--- config.mk ---
export PLATFORM = sky130hd
export DESIGN_NAME = acsc_top
export DESIGN_NICKNAME = d
export VERILOG_FILES = /design/src/acsc_pkg.sv /design/src/acsc_sar.sv /design/src/acsc_top.sv
export SDC_FILE = /design/constraint.sdc
export NUM_CORES = 1
export LEC_CHECK = 0
export BUFFER_PORTS_ARGS = -buffer_cell sky130_fd_sc_hd__buf_2
export CAP_MARGIN = 20
export CORE_ASPECT_RATIO = 1.5
export CORE_MARGIN = 10
export CORE_UTILIZATION = 51
export DETAILED_ROUTE_END_ITERATION = 8
export HOLD_SLACK_MARGIN = 0.1
export PLACE_DENSITY_LB_ADDON = 0.3
export SETUP_SLACK_MARGIN = 0.5
export SLEW_MARGIN = 20
export SYNTH_ARGS = -nofsm -noshare
export SYNTH_HDL_FRONTEND = slang
export SYNTH_SLANG_ARGS = --single-unit
export TNS_END_PERCENT = 30
--- constraint.sdc ---
create_clock -name CLK_I -period 4 [get_ports CLK_I]
set_input_delay 0.4 -clock CLK_I [delete_from_list [all_inputs] [get_ports CLK_I]]
set_output_delay 0.4 -clock CLK_I [all_outputs]
set_load 0.02 [all_outputs]
--- src/acsc_pkg.sv ---
package acsc_pkg;

  // Register byte addresses on the APB port
  localparam logic [11:0] ADDR_CTRL0 = 12'h000;
  localparam logic [11:0] ADDR_RESULT = 12'h004;
  localparam logic [11:0] ADDR_IRQ_STATUS = 12'h008;
  localparam logic [11:0] ADDR_IRQ_MASK = 12'h00C;

  // Field positions of adc_control_zero and of the interrupt registers
  localparam int CTRL_PWR_BIT = 0;
  localparam int CTRL_GO_BIT = 1;
  localparam int CTRL_CHAN_LSB = 2;
  localparam int CTRL_CHAN_MSB = 5;
  localparam int CTRL_RSVD_LSB = 6;
  localparam int CTRL_RSVD_MSB = 7;
  localparam int IRQ_DONE_BIT = 0;

  // Channel codes
  localparam int NUM_INPUTS = 11;
  localparam logic [3:0] CHAN_LAST_INPUT = 4'hA;
  localparam logic [3:0] CHAN_FIXED_REF = 4'hF;

  // Values after reset
  localparam logic [3:0] CHAN_RESET = 4'h0;
  localparam logic PWR_RESET = 1'b0;
  localparam logic DONE_FLAG_RESET = 1'b0;
  localparam logic IRQ_EN_RESET = 1'b0;
  localparam logic [7:0] RESULT_RESET = 8'h00;
  localparam logic [10:0] ANALOG_SEL_RESET = 11'h000;

  // Conversion timing: one bit period, ten periods per conversion
  localparam int CLK_PERIOD_NS = 50;
  localparam int TAD_NS = 1600;
  localparam int TAD_CYCLES = (TAD_NS + CLK_PERIOD_NS - 1) / CLK_PERIOD_NS;
  localparam logic [5:0] TAD_LAST = 6'(TAD_CYCLES - 1);
  localparam int TAD_PER_CONV = 10;
  localparam int CONV_CYCLES = TAD_PER_CONV * TAD_CYCLES;
  localparam logic [2:0] SAR_MSB = 3'h7;
  localparam logic [7:0] SAR_FIRST_TRIAL = 8'h80;

  typedef enum logic [1:0] {
    SAR_IDLE,
    SAR_HOLD,
    SAR_BITS,
    SAR_FINISH
  } acsc_sar_state_t;

endpackage

--- src/acsc_sar.sv ---
`timescale 1ns/1ps
module acsc_sar
  import acsc_pkg::*;
(
  input wire logic clk_i,
  input wire logic rstn_i,
  input wire logic tad_i,
  input wire logic start_i,
  input wire logic abort_i,
  input wire logic comp_i,
  output logic busy_o,
  output logic done_o,
  output logic load_o,
  output logic [7:0] result_o,
  output logic [7:0] dac_o
);

  acsc_sar_state_t state_q;
  logic [2:0] bit_q;
  logic [7:0] code_q;
  logic [7:0] fill;
  logic last_bit;

  // Partial result: bits not yet decided copy the last decided bit
  always_comb begin
    fill = code_q;
    last_bit = 1'b0;
    if (state_q == SAR_BITS && bit_q != SAR_MSB) begin
      last_bit = code_q[3'(bit_q + 3'h1)];
    end
    for (int j = 0; j < 8; j++) begin
      if (state_q == SAR_HOLD || (state_q == SAR_BITS && j <= int'(bit_q))) begin
        fill[j] = last_bit;
      end
    end
  end

  always_ff @(posedge clk_i or negedge rstn_i) begin
    if (!rstn_i) begin
      state_q <= SAR_IDLE;
      busy_o <= 1'b0;
      done_o <= 1'b0;
      load_o <= 1'b0;
      bit_q <= SAR_MSB;
      code_q <= RESULT_RESET;
      result_o <= RESULT_RESET;
    end else begin
      done_o <= 1'b0;
      load_o <= 1'b0;
      if (abort_i && busy_o) begin
        state_q <= SAR_IDLE;
        busy_o <= 1'b0;
        load_o <= 1'b1;
        result_o <= fill;
        code_q <= RESULT_RESET;
      end else if (start_i && !busy_o) begin
        state_q <= SAR_HOLD;
        busy_o <= 1'b1;
        bit_q <= SAR_MSB;
        code_q <= RESULT_RESET;
      end else if (tad_i) begin
        case (state_q)
          SAR_HOLD: begin
            state_q <= SAR_BITS;
            code_q <= SAR_FIRST_TRIAL;
          end
          SAR_BITS: begin
            code_q[bit_q] <= comp_i;
            if (bit_q != 3'h0) begin
              code_q[3'(bit_q - 3'h1)] <= 1'b1;
              bit_q <= 3'(bit_q - 3'h1);
            end else begin
              state_q <= SAR_FINISH;
            end
          end
          SAR_FINISH: begin
            state_q <= SAR_IDLE;
            busy_o <= 1'b0;
            done_o <= 1'b1;
            load_o <= 1'b1;
            result_o <= code_q;
          end
          default: begin
            state_q <= SAR_IDLE;
          end
        endcase
      end
    end
  end

  assign dac_o = code_q;

endmodule

--- src/acsc_top.sv ---
// Our own choices: the APB interface to the registers and the placing of the registers.
`timescale 1ns/1ps
// Overview of operation
// - Channel field bits 5..2 codes 0..10 route inputs zero to ten; 11..14 reserved.
// - Channel code 15 connects the fixed reference to the sampler.
// - Writing one to go bit 1 starts conversion; reads one while running.
// - Hardware clears the go bit itself when the conversion ends.
// - Go bit reading zero means no conversion is running.
// - Power bit 0 set enables the converter.
// - Power bit clear disables the converter with no operating current.
// - Control bits 7 and 6 ignore writes and read zero.
// - Completion clears go, sets done flag and loads the result.
// - Clearing go early stops and stores partial result, filled with last bit.
// - Done flag sets on every completion, whatever the interrupt enable.
module acsc_top
  import acsc_pkg::*;
(
  input wire logic CLK_I,
  input wire logic RSTN_I,
  input wire logic PSEL_I,
  input wire logic PENABLE_I,
  input wire logic PWRITE_I,
  input wire logic [11:0] PADDR_I,
  input wire logic [31:0] PWDATA_I,
  output logic [31:0] PRDATA_O,
  output logic PREADY_O,
  output logic PSLVERR_O,
  output logic IRQ_O,
  input wire logic COMP_I,
  output logic CONV_POWER_O,
  output logic [10:0] ANALOG_SEL_O,
  output logic FIXED_REF_SEL_O,
  output logic SAMPLE_HOLD_O,
  output logic [7:0] DAC_CODE_O
);

  logic [3:0] chan_q;
  logic pwr_q;
  logic done_flag_q;
  logic irq_en_q;
  logic comp_s1_q;
  logic comp_s2_q;
  logic [5:0] tad_cnt_q;
  logic [15:0] conv_len_q;
  logic access;
  logic commit;
  logic wr_ctrl;
  logic wr_status;
  logic wr_mask;
  logic mapped;
  logic [31:0] rd_mux;
  logic go_new;
  logic pwr_new;
  logic sar_start;
  logic sar_abort;
  logic sar_tad;
  logic sar_busy;
  logic sar_done;
  logic sar_load;
  logic [7:0] sar_result;

  // APB: one wait state, so every transfer has two access cycles
  assign access = PSEL_I & PENABLE_I;
  assign commit = access & PREADY_O;
  assign mapped = (PADDR_I == ADDR_CTRL0) || (PADDR_I == ADDR_RESULT) ||
                  (PADDR_I == ADDR_IRQ_STATUS) || (PADDR_I == ADDR_IRQ_MASK);
  assign wr_ctrl = commit & PWRITE_I & (PADDR_I == ADDR_CTRL0);
  assign wr_status = commit & PWRITE_I & (PADDR_I == ADDR_IRQ_STATUS);
  assign wr_mask = commit & PWRITE_I & (PADDR_I == ADDR_IRQ_MASK);
  assign go_new = PWDATA_I[CTRL_GO_BIT];
  assign pwr_new = PWDATA_I[CTRL_PWR_BIT];

  always_comb begin
    rd_mux = 32'h0000_0000;
    case (PADDR_I)
      ADDR_CTRL0: begin
        rd_mux[CTRL_CHAN_MSB:CTRL_CHAN_LSB] = chan_q;
        rd_mux[CTRL_GO_BIT] = sar_busy;
        rd_mux[CTRL_PWR_BIT] = pwr_q;
        rd_mux[CTRL_RSVD_MSB:CTRL_RSVD_LSB] = 2'h0;
      end
      ADDR_RESULT: begin
        rd_mux[7:0] = sar_result;
      end
      ADDR_IRQ_STATUS: begin
        rd_mux[IRQ_DONE_BIT] = done_flag_q;
      end
      ADDR_IRQ_MASK: begin
        rd_mux[IRQ_DONE_BIT] = irq_en_q;
      end
      default: begin
        rd_mux = 32'h0000_0000;
      end
    endcase
  end

  always_ff @(posedge CLK_I or negedge RSTN_I) begin
    if (!RSTN_I) begin
      PREADY_O <= 1'b0;
      PSLVERR_O <= 1'b0;
      PRDATA_O <= 32'h0000_0000;
    end else if (access && !PREADY_O) begin
      PREADY_O <= 1'b1;
      PSLVERR_O <= !mapped;
      PRDATA_O <= PWRITE_I ? 32'h0000_0000 : rd_mux;
    end else begin
      PREADY_O <= 1'b0;
      PSLVERR_O <= 1'b0;
      PRDATA_O <= 32'h0000_0000;
    end
  end

  // Start needs power already on before this write, so a write that
  // powers up and sets go together leaves the converter idle
  assign sar_start = wr_ctrl & go_new & pwr_new & pwr_q & !sar_busy;
  assign sar_abort = wr_ctrl & sar_busy & (!go_new | !pwr_new);

  always_ff @(posedge CLK_I or negedge RSTN_I) begin
    if (!RSTN_I) begin
      chan_q <= CHAN_RESET;
      pwr_q <= PWR_RESET;
    end else if (wr_ctrl) begin
      chan_q <= PWDATA_I[CTRL_CHAN_MSB:CTRL_CHAN_LSB];
      pwr_q <= pwr_new;
    end
  end

  // Analog routing; everything is released while unpowered
  always_ff @(posedge CLK_I or negedge RSTN_I) begin
    if (!RSTN_I) begin
      ANALOG_SEL_O <= ANALOG_SEL_RESET;
      FIXED_REF_SEL_O <= 1'b0;
      CONV_POWER_O <= 1'b0;
    end else begin
      CONV_POWER_O <= pwr_q;
      ANALOG_SEL_O <= ANALOG_SEL_RESET;
      FIXED_REF_SEL_O <= 1'b0;
      if (pwr_q && chan_q <= CHAN_LAST_INPUT) begin
        ANALOG_SEL_O[chan_q] <= 1'b1;
      end
      if (pwr_q && chan_q == CHAN_FIXED_REF) begin
        FIXED_REF_SEL_O <= 1'b1;
      end
    end
  end

  // Comparator is asynchronous to the system clock
  always_ff @(posedge CLK_I or negedge RSTN_I) begin
    if (!RSTN_I) begin
      comp_s1_q <= 1'b0;
      comp_s2_q <= 1'b0;
    end else begin
      comp_s1_q <= COMP_I;
      comp_s2_q <= comp_s1_q;
    end
  end

  // Bit period divider; runs only during a conversion to save power
  always_ff @(posedge CLK_I or negedge RSTN_I) begin
    if (!RSTN_I) begin
      tad_cnt_q <= 6'h00;
    end else if (!sar_busy || sar_tad) begin
      tad_cnt_q <= 6'h00;
    end else begin
      tad_cnt_q <= 6'(tad_cnt_q + 6'h01);
    end
  end

  assign sar_tad = sar_busy & (tad_cnt_q == TAD_LAST);

  acsc_sar u_sar (
    .clk_i(CLK_I),
    .rstn_i(RSTN_I),
    .tad_i(sar_tad),
    .start_i(sar_start),
    .abort_i(sar_abort),
    .comp_i(comp_s2_q),
    .busy_o(sar_busy),
    .done_o(sar_done),
    .load_o(sar_load),
    .result_o(sar_result),
    .dac_o(DAC_CODE_O)
  );

  assign SAMPLE_HOLD_O = sar_busy;

  // Done flag: write one to clear; a completion in the same cycle wins
  always_ff @(posedge CLK_I or negedge RSTN_I) begin
    if (!RSTN_I) begin
      done_flag_q <= DONE_FLAG_RESET;
    end else if (sar_done) begin
      done_flag_q <= 1'b1;
    end else if (wr_status && PWDATA_I[IRQ_DONE_BIT]) begin
      done_flag_q <= 1'b0;
    end
  end

  always_ff @(posedge CLK_I or negedge RSTN_I) begin
    if (!RSTN_I) begin
      irq_en_q <= IRQ_EN_RESET;
    end else if (wr_mask) begin
      irq_en_q <= PWDATA_I[IRQ_DONE_BIT];
    end
  end

  always_ff @(posedge CLK_I or negedge RSTN_I) begin
    if (!RSTN_I) begin
      IRQ_O <= 1'b0;
    end else begin
      IRQ_O <= done_flag_q & irq_en_q;
    end
  end

  // Helper: length of the running conversion, read only by checks
  always_ff @(posedge CLK_I or negedge RSTN_I) begin
    if (!RSTN_I) begin
      conv_len_q <= 16'h0000;
    end else if (sar_start) begin
      conv_len_q <= 16'h0000;
    end else if (sar_busy) begin
      conv_len_q <= 16'(conv_len_q + 16'h0001);
    end
  end
endmodule

# After elaboration in Yosys (flattened, before gate mapping)
# Cells that the tools add are included.
# totals
ff_bits	86
in_bits	50
out_inout_bits	57
word_cells	171
# op_classes
n_addsub	3
order_cmp	15
n_eq_ne	11
mux	55
n_bitwise	17
n_reduce_logical	50
# ops
op	n
$mux W8	10
$mux W1	26
$eq A12 B4 Y1 const B	2
$logic_and A1 B1 Y1	17
$pmux W8 S2	1
$and A1 B1 Y1	14
$pmux W7 S2	1
$eq A12 B3 Y1 const B	1
$le A3 B3 Y1 const A	4
$logic_not A12 Y1	1
$logic_or A1 B1 Y1	12
$lt A3 B4 Y1 const B	3
$mux W3	4
$reduce_bool A2 Y1	6
$mux W11	1
$reduce_bool A3 Y1	3
$bwmux W8	1
$mux W2	4
$or A8 B8 Y8	1
$add A6 B1 Y6 const B	1
$demux W1 S3	2
$eq A6 B5 Y1 const B	1
$ge A3 B1 Y1 const B	2
$le A2 B3 Y1 const A	2
24 further kinds	31

# Depth between registers and ports, before layout
# Gate-level depths: netlist of the first run.
# logic_depth
word_depth	11
ltp_mapped	10
depth_no_buf	7

# Modules after synthesis
# From an unflattened synthesis of the first run, not the netlist that was laid out.
# unflattened
hier_cells	345
hier_area_um2	3452.1
# by_module_without_submodules
mod	n_inst	cells_per_inst	area_each_um2	seq_area_each_um2
acsc_top	1	159	1806.7	975.9
acsc_sar	1	186	1645.3	604.3

# Least setup slack after synthesis of the first run
# Ideal clock, no wire load.
# synth_path
path_type	reg2reg
startpoint	register u_sar.bit_q[0]
endpoint	register u_sar.result_o[6]
setup_time_ns	0.123
t_arrival_ns	2.535
t_required_ns	3.877
setup_slack_ns	1.343
path_stages_with_launch	10
n_path_buf	3
period_less_slack_ns	2.657
cell_sequence	dfstp_2 buf_2 clkbuf_1 inv_1 ha_1 clkbuf_1 mux4_2 nor2_1 o21ai_2 o221a_2
# synth_via
elab_chain_cells	6
elab_cells_between_ends	11
cone_classes	add/sub: 1; order compare: 1; eq/ne: 1; mux: 5; reduce/logical: 3
# synth_lines
element	line_no	text
start, declared	acsc_sar.sv:19	logic [2:0] bit_q;
start signal, assigned	acsc_sar.sv:71	bit_q <= 3'(bit_q - 3'h1);
$add A3 B1 Y3	acsc_sar.sv:29	last_bit = code_q[3'(bit_q + 3'h1)];
$bmux W1 S3	acsc_sar.sv:29	
$mux W1 (implied by the code)	acsc_sar.sv:29	
$mux W1	acsc_sar.sv:28	if (state_q == SAR_BITS && bit_q != SAR_MSB) begin
$mux W1 *	acsc_sar.sv:32	if (state_q == SAR_HOLD || (state_q == SAR_BITS && j <= int'(bit_q))) begin
$mux W8 *	acsc_sar.sv:50	if (abort_i && busy_o) begin
end signal, assigned	acsc_sar.sv:54	result_o <= fill;
end signal, assigned	acsc_sar.sv:81	result_o <= code_q;
end, declared	acsc_sar.sv:14	output logic [7:0] result_o,
# Every way passes the cells marked *; elsewhere a longest branch is shown, timed or not. The select of a mux whose other input is x is not followed.
# A chain may end at the register's enable or synchronous reset.

# Final worst setup path of the first run
# layout_path
startpoint	register u_sar.bit_q[0]
endpoint	register u_sar.result_o[5]
# Same word-level chain as after synthesis.

==> results of run 1 <==
[cells in the mapped netlist, drive strengths merged, types with 2 or more instances]
master | count | share of area
a211oi | 4 | 0.011
a21boi | 2 | 0.0045
a21oi | 23 | 0.035
a22oi | 2 | 0.0045
a31oi | 3 | 0.0056
and2 | 5 | 0.0094
and3 | 4 | 0.0075
buf | 30 | 0.069
clkbuf | 12 | 0.014
dfrtp | 59 | 0.44
dfstp | 3 | 0.024
ha | 10 | 0.038
inv | 10 | 0.011
mux2 | 6 | 0.020
mux2i | 13 | 0.039
mux4 | 2 | 0.014
nand2 | 22 | 0.025
nand2b | 4 | 0.0075
nand3 | 11 | 0.017
nand3b | 6 | 0.014
nand4 | 4 | 0.0075
nand4b | 2 | 0.0053
nor2 | 25 | 0.029
nor3 | 7 | 0.014
nor3b | 2 | 0.0045
nor4 | 5 | 0.0094
o21ai | 10 | 0.016
o221a | 8 | 0.027
o31ai | 4 | 0.011
or2 | 9 | 0.017
or3 | 3 | 0.0056
xnor2 | 2 | 0.0053
xor2 | 2 | 0.0053
[worst reg2reg max path, stage by stage, from the launching register on]
cell and delay [ps]:
dfstp_2 810, inv_1 200, ha_1 500, mux4_2 340, nor2_1 130, o21ai_2 140
o221a_2 340
[path summary, 6_finish.rpt]
check / from / to
max in group asynchronous: RSTN_I / u_sar.dac_o[2]
min in group asynchronous: RSTN_I / PSLVERR_O
hold / removal: COMP_I / comp_s1_q
setup / recovery: u_sar.bit_q[0] / u_sar.result_o[5]
setup reg to reg: u_sar.bit_q[0] / u_sar.result_o[5]
hold reg to reg: comp_s1_q / comp_s2_q
[metrics by stage]
| stage | total power (uW) | std cells | util |
|---|---|---|---|
| floorplan | 690.2 | 351 | - |
| global placement | 699.7 | 442 | 0.5474 |
| detailed placement | 700.6 | 442 | 0.5474 |
| CTS | 1273 | 458 | 0.5812 |
| global route | 1311 | 458 | 0.5812 |
| finish | 1264 | 458 | 0.5812 |
[power by group through the flow]
stage               Combinational, uW  Clock (uW)  Sequential [uW]
floorplan                        47.1           0              643
global placement                 57.0           0              643
detailed placement               57.7           0              643
CTS                              58.6         583              631
global route                     65.7         615              631
finish                           58.9         574              631
[logic make-up (layout without fill, tap and decap cells)]
group,Yosys count,in the layout
and+or+nand+nor,115,115
AOI/OAI and AO/OA,63,63
DFF,62,62
buffers and inverters,52,83
muxes,21,21
adders and majority gates,10,10
xor gates and xnor gates,4,4
other,1,24
[metal layers]
| metal | vias to the layer above | share of wire | routed length, um |
|---|---|---|---|
| met5 | - | 0 | 0 |
| met4 | 0 | 0.021 | 152 |
| met3 | 12 | 0.062 | 459 |
| met2 | 77 | 0.54 | 3966 |
| met1 | 1247 | 0.38 | 2827 |
| li1 | 1217 | - | - |
[registers in the layout, indices dropped and copies added (netlist names)]
name,flops
IRQ_O,1
u_sar.result_o,8
u_sar.busy_o,1
comp_s1_q,1
u_sar.bit_q,3
PSLVERR_O,1
u_sar.dac_o,8
pwr_q,1
done_flag_q,1
ANALOG_SEL_O,11
irq_en_q,1
PREADY_O,1
u_sar.state_q,2
CONV_POWER_O,1
FIXED_REF_SEL_O,1
tad_cnt_q,6
chan_q,4
u_sar.done_o,1
PRDATA_O,8
comp_s2_q,1
[repair_timing]
item / CTS / global route
endpoints found under the setup margin: 0 / 0
hold endpoints to repair: 15 / 0
hold buffers: 1 / 0
[area by class of cell]
type / instances / area (sq um) / share of cell area
clock buffer: 12 / 165.2 / 0.04412
clock inverter: 3 / 42.54 / 0.01136
inverter: 10 / 37.54 / 0.01003
multi-input combinational: 237 / 1550 / 0.4141
sequential: 62 / 1555 / 0.4154
tap: 76 / 95.09 / 0.02540
timing repair buffer: 58 / 297.8 / 0.07955
[cells in the final DEF, fill, tap and decap left out, types with 9 or more instances in the layout]
cell type  instances
nand3_1           11
nand2_1           22
ha_1              10
nor2_1            24
dfrtp_1           59
inv_1             10
buf_2             56
conb_1            24
o21ai_0            9
mux2i_1           13
clkbuf_8          12
a21oi_1           23
==> key figures, run 1 <==
Clock network
  • Clock Root Buffer: clkbuf_8
  • # H-tree levels: 3
  • Clock edge transition at the registers on the reported setup and hold paths: 70 ps
  • Number of clock sinks: 62
  • Setup Buffers After CTS: 0
  • TritonCTS clock tree: done
  • Maximum buffer depth of the clock tree: 2
  • Clk Latency, worst-skew pair: 340 ps
  • Number of gates resized after CTS: 0
  • Cts bufs inserted: 9

GRT
  • Maximum number of pins on one net before global-route repair: 46
  • Met2 track demand over resource: 0.2561
  • Number of antenna violations at the first check in global routing: 0
  • Met1 Use GR: 0.1599
  • GRT busiest layer: met2
  • Leftover overflow at the end of global routing: 0
  • Total global routing track utilization: 0.1496
  • Met3 global-route usage: 0.04911
  • Wire length of the first global-routing pass: 12,420 um
  • Number of global-route vias before repair: 2,612

Critical path
  • Worst setup SP type: flop
  • Critical path's top delay family: flip-flops
  • Worst setup EP type: flop
  • Type of the setup path with the least slack: reg -> reg
  • Data required time at the worst endpoint: 4220 ps
  • CP Cell Sequence: inv_1 > ha_1 > mux4_2 > nor2_1 > o21ai_2 > o221a_2
  • Critical Path Stages: 6
  • Worst R2R Setup Slack: 1420 ps
  • Slowest cell on the critical path: dfstp_2
  • Worst endpoint data arrival time: 2800 ps
  • Delay of the slowest cell on the worst path: 810 ps
  • Number of cell instances on the worst register-to-register path: 6
  • Worst path buffer plus inverter count: 1
  • Maximum fanout along the worst path: 24

Final layout
  • Fillers: 572
  • Share of cells above drive strength 1: 0.2723
  • Final design area excluding fillers: 0.003744 sq mm
  • Area added between synthesis and finish: 12.35%
  • Diode count: 0
  • Nets@finish: 438

Pwr
  • Leakage Power: 0.001754 uW
  • Part of the total power dissipated in the clock network: 0.454
  • Relative contribution of combinational cells to total power: 0.047
  • Power Internal: 978.0 uW
  • Power per cell area: 337.6 mW/mm^2
  • Switching pwr: 285.8 uW
  • Maximum ir drop on the vdd rail: 0.1493 mV
  • Share of power burned in registers: 0.500
  • Switching fraction of total power: 0.2261

Synthesis
  • Number of synthesized register bits: 62
  • Cells after synthesis: 328
  • Compound-Gate Fraction of Synth Area: 0.1307
  • EDFF count, synth: 0
  • Main flop type after synthesis: dfrtp_1
  • Share of flip-flops with an asynchronous set or reset after synthesis: 1.000
  • Synth Cell Area: 0.003332 sq mm
  • Mean instance size in the synthesized netlist: 10.16 sq um
  • Yosys warns: 0
  • Post-Synth Adder-Cell Area: 0.03755
  • Combinational family with the most area after synthesis: simple AND/OR/NAND/NOR gates
  • Fraction of synthesized area in multiplexers: 0.07285
  • Synth unique cells: 57
  • XOR/XNOR share of the synthesized area: 0.01051
  • Synthesized-area fraction occupied by and/or/nand/nor cells: 0.1866
  • Seq/Total Area, Yosys: 0.4668

Die
  • Die span in y: 119.0 um
  • Initial cell density of the core: 0.5173
  • Width of the die: 86.00 um
  • DIE AREA: 0.01023 sq mm
  • Boundary pin count: 107
  • Cell Rows: 36
  • Core ar.: 0.006441 sq mm

Routing
  • Number of iterations in the first detailed-routing pass: 4
  • Post-DR wirelength/cell: 16.17 um
  • Detailed router's first-iteration violation count: 114
  • Remaining DRCs: 0
  • Total wire length: 7405 um
  • ANT nets after route: 0
  • DR vias: 2,553
  • Average via count per standard cell: 5.574

Timing
  • Worst slew margin relative to its limit: 0.5277
  • Worst Tran Pin Value: 707.1 ps
  • Setup-violating endpoint count in the final report: 0
  • Hold violation count in the final report: 0
  • Total count of max-transition violations in the final report: 0
  • Final Skew: 7.543 ps
  • Highest clock rate: 388.2 MHz
  • Tmin final: 2576 ps
  • Crit path setup slack, layout: 1424 ps
  • Unrepaired setup endpoints after global routing: false
  • Final critical-path share of the clock period: 0.6440
  • Setup TNS: 0 ps
  • Worst hold slack: 164.1 ps

Placement
  • Worst slack at placement: 1424 ps
  • Buffers on Ports: 56
  • Half-perimeter wire length after placement: 5610 um
  • Standard cell area after detailed placement: 0.003526 sq mm
  • Placer's final routability congestion estimate: 0.8642

Flow run
  • Number of maximum-capacitance constraint violations: 0

Min path
  • Worst hold path depth: 1
  • HP Class: in -> reg

Status
  • Status: finished, final reports clean
(Power assumes the default switching activity.)
==> run 2: changes to the inputs <==
ABC_AREA = 1   (was unset)
CORE_UTILIZATION = 47   (was 51)
clock period = 2.36 ns   (was 4 ns; I/O delays follow)
==> key figures, run 2 <==
Final layout
  • Area added between synthesis and finish: 18.43%
  • Nets@finish: 573
  • Max reg flops: 11
  • Final std cells w/o fill: 618
  • Most common cell after layout, fill and taps aside: nand2_1
  • Share of cells above drive strength 1: 0.2201
  • Footprint of the flip-flops and latches: 0.001555 sq mm
  • Largest register by flop count: ANALOG_SEL_O
  • Area of the multi-input gates: 0.001633 sq mm
  • Commonest cells after routing, fill and taps aside: nand2_1 (119), dfrtp_1 (59), nand3_1 (57), buf_2 (56), inv_1 (40)
  • Final design area excluding fillers: 0.004108 sq mm
  • Diode count: 0
  • Fillers: 697

Synthesis
  • Synth Cell Area: 0.003468 sq mm
  • Number of synthesized register bits: 62
  • Cells after synthesis: 438
  • Commonest cells in the synthesized netlist: nand2_1 (120), dfrtp_1 (59), nand3_1 (57), inv_1 (41), nor2_1 (37)
  • Most area-hungry cell type in the Yosys netlist: dfrtp_1
  • Seq/Total Area, Yosys: 0.4484
  • Post-synth top area share: 0.4257
  • Yosys warns: 0
  • Share of flip-flops with an asynchronous set or reset after synthesis: 1.000
  • Mean instance size in the synthesized netlist: 7.919 sq um
  • Synth unique cells: 37
  • Main area contributors after synthesis: dfrtp_1 (43%), nand2_1 (13%), nand3_1 (8.2%)
  • EDFF count, synth: 0
  • Most instantiated library cell after synthesis: nand2_1
  • Main flop type after synthesis: dfrtp_1

Timing
  • Total count of max-transition violations in the final report: 0
  • Setup-violating endpoint count in the final report: 0
  • Worst Tran Pin Value: 585.3 ps
  • Highest clock rate: 568.4 MHz
  • Final Skew: 13.57 ps
  • Worst hold slack: 110.7 ps
  • Unrepaired setup endpoints after global routing: true
  • Worst slew margin relative to its limit: 0.6098
  • Setup TNS: 0 ps
  • Hold violation count in the final report: 0
  • Tmin final: 1759 ps
  • Final critical-path share of the clock period: 0.7454

Placement
  • Standard cell area after detailed placement: 0.003784 sq mm
  • Buffers on Ports: 56
  • Number of placed cells counting well taps: 590
  • Half-perimeter wire length after placement: 6300 um
  • Placer's final routability congestion estimate: 0.9728

Clock network
  • Cts bufs inserted: 9
  • TritonCTS clock tree: done
  • Clk Latency, worst-skew pair: 370 ps
  • Number of clock sinks: 62
  • Clock edge transition at the registers on the reported setup and hold paths: 80 ps
  • Maximum buffer depth of the clock tree: 2
  • Clock Root Buffer: clkbuf_8
  • # H-tree levels: 3

Routing
  • Number of iterations in the first detailed-routing pass: 4
  • Average via count per standard cell: 4.811
  • Total wire length: 8149 um
  • Post-DR wirelength/cell: 13.19 um
  • DR vias: 2,973
  • Remaining DRCs: 0
  • ANT nets after route: 0
  • Detailed router's first-iteration violation count: 114

Critical path
  • Slowest cell on the critical path: dfstp_2
  • Data required time at the worst endpoint: 2650 ps
  • Maximum fanout along the worst path: 5
  • Delay of the slowest cell on the worst path: 580 ps
  • Critical path's top delay family: flip-flops
  • Worst endpoint data arrival time: 2050 ps
  • Most frequent cell on the critical path: nand2_1
  • CP Cell Sequence: clkinv_4 > ha_1 > xnor2_2 > buf_4 > nor2_1 > nand2_1 > nand2_1 > nand3_1 > a21oi_1
  • Worst setup SP type: flop
  • Type of the setup path with the least slack: reg -> reg
  • Worst path buffer plus inverter count: 2
  • Worst setup EP type: flop

GRT
  • Total global routing track utilization: 0.1434
  • Maximum number of pins on one net before global-route repair: 39
  • Leftover overflow at the end of global routing: 0
  • Wire length of the first global-routing pass: 13,320 um
  • Number of antenna violations at the first check in global routing: 0
  • Number of global-route vias before repair: 2,920

Die
  • Core ar.: 0.007227 sq mm
  • Initial cell density of the core: 0.4799
  • Die span in y: 125.2 um
  • Boundary pin count: 107
  • Cell Rows: 38
  • Width of the die: 90.14 um
  • DIE AREA: 0.01129 sq mm

Flow run
  • Number of maximum-capacitance constraint violations: 0

Pwr
  • Maximum ir drop on the vdd rail: 0.3045 mV
  • Leakage Power: 0.002072 uW
  • Power per cell area: 498.3 mW/mm^2

Min path
  • HP Class: in -> reg

Status
  • Status: finished, final reports clean
-- run 2: cell count changes after synthesis, sizes merged, moves of 5 or more --
cell	before	now
nand2	22	125
nand3	11	58
inv	10	42
nor2	25	44
mux2i	13	0
clkbuf	12	2
o21ai	10	18
o221a	8	0
or2	9	1
and2	5	0
mux2	6	1
nand3b	6	1
-- run 2: worst register-to-register path: cells and delay by family (launching register included) --
kind | cells | cell delay, ps
AOI/OAI and AO/OA | 1 | 130
DFF | 1 | 580
and+or+nand+nor | 4 | 330
adders and majority gates | 1 | 250
xor gates and xnor gates | 1 | 150
buffers and inverters | 2 | 250
-- run 2: worst paths after layout --
kind | start | endpoint | slack (ps) | cells past startpoint
max | u_sar.bit_q[0] | u_sar.dac_o[4] | 600 | 9
min | PWDATA_I[3] | chan_q[1] | 110 | 3
max reg2reg | u_sar.bit_q[0] | u_sar.dac_o[4] | 600 | 9
min reg2reg | comp_s1_q | comp_s2_q | 350 | 0
max in group asynchronous | RSTN_I | PRDATA_O[7] | 1350 | 3
min in group asynchronous | RSTN_I | CONV_POWER_O | 410 | 2
-- run 2: kinds of logic (layout without fill, tap and decap cells) --
logic type | after synthesis | after routing | share of synthesized area
buffers and inverters | 76 | 133 | 0.1151
other | 1 | 24 | 0.001081
xor gates and xnor gates | 2 | 2 | 0.005051
and+or+nand+nor | 242 | 242 | 0.3240
adders and majority gates | 10 | 10 | 0.03608
DFF | 62 | 62 | 0.4484
muxes | 1 | 1 | 0.003247
AOI/OAI and AO/OA | 44 | 44 | 0.06710
-- run 2: layout make-up --
class	count	share of cell area
Multi-Input combinational cell	323	0.3975
Sequential cell	62	0.3786
Timing Repair Buffer	74	0.1084
Inverter	43	0.04051
Tap cell	100	0.03046
Clock buffer	9	0.03016
Clock inverter	7	0.01432
-- run 2: where the power goes --
group          total [uW]  switching, uW  internal [uW]
Clock                 864            472            391
Combinational         114           85.3           28.9
Sequential           1070           3.32           1070
-- run 2: metrics by stage --
step             util  worst slack (ps)  power, uW
2_1_floorplan       -             513.8       1175
3_3_place_gp   0.5235             388.6       1197
3_5_place_dp   0.5235             357.2       1198
4_1_cts        0.5566             530.9       2067
5_1_grt        0.5684             474.1       2121
6_report       0.5684             600.8       2047
-- run 2: what timing repair did --
action,4_1_cts,5_1_grt
buffers inserted,0,8
resized for setup,3,6
endpoints found under the hold margin,24,0
cloned,0,0
hold buffers,4,0
pin swaps,0,1
setup endpoints to repair,8,16
-- run 2: layer usage --
metal / share of wire / up-vias / GRT usage
met5: 0 / - / 0
met2: 0.53 / 81 / 0.2577
li1: - / 1512 / -
met4: 0.031 / 0 / 0.08929
met3: 0.057 / 21 / 0.04072
met1: 0.38 / 1359 / 0.1416
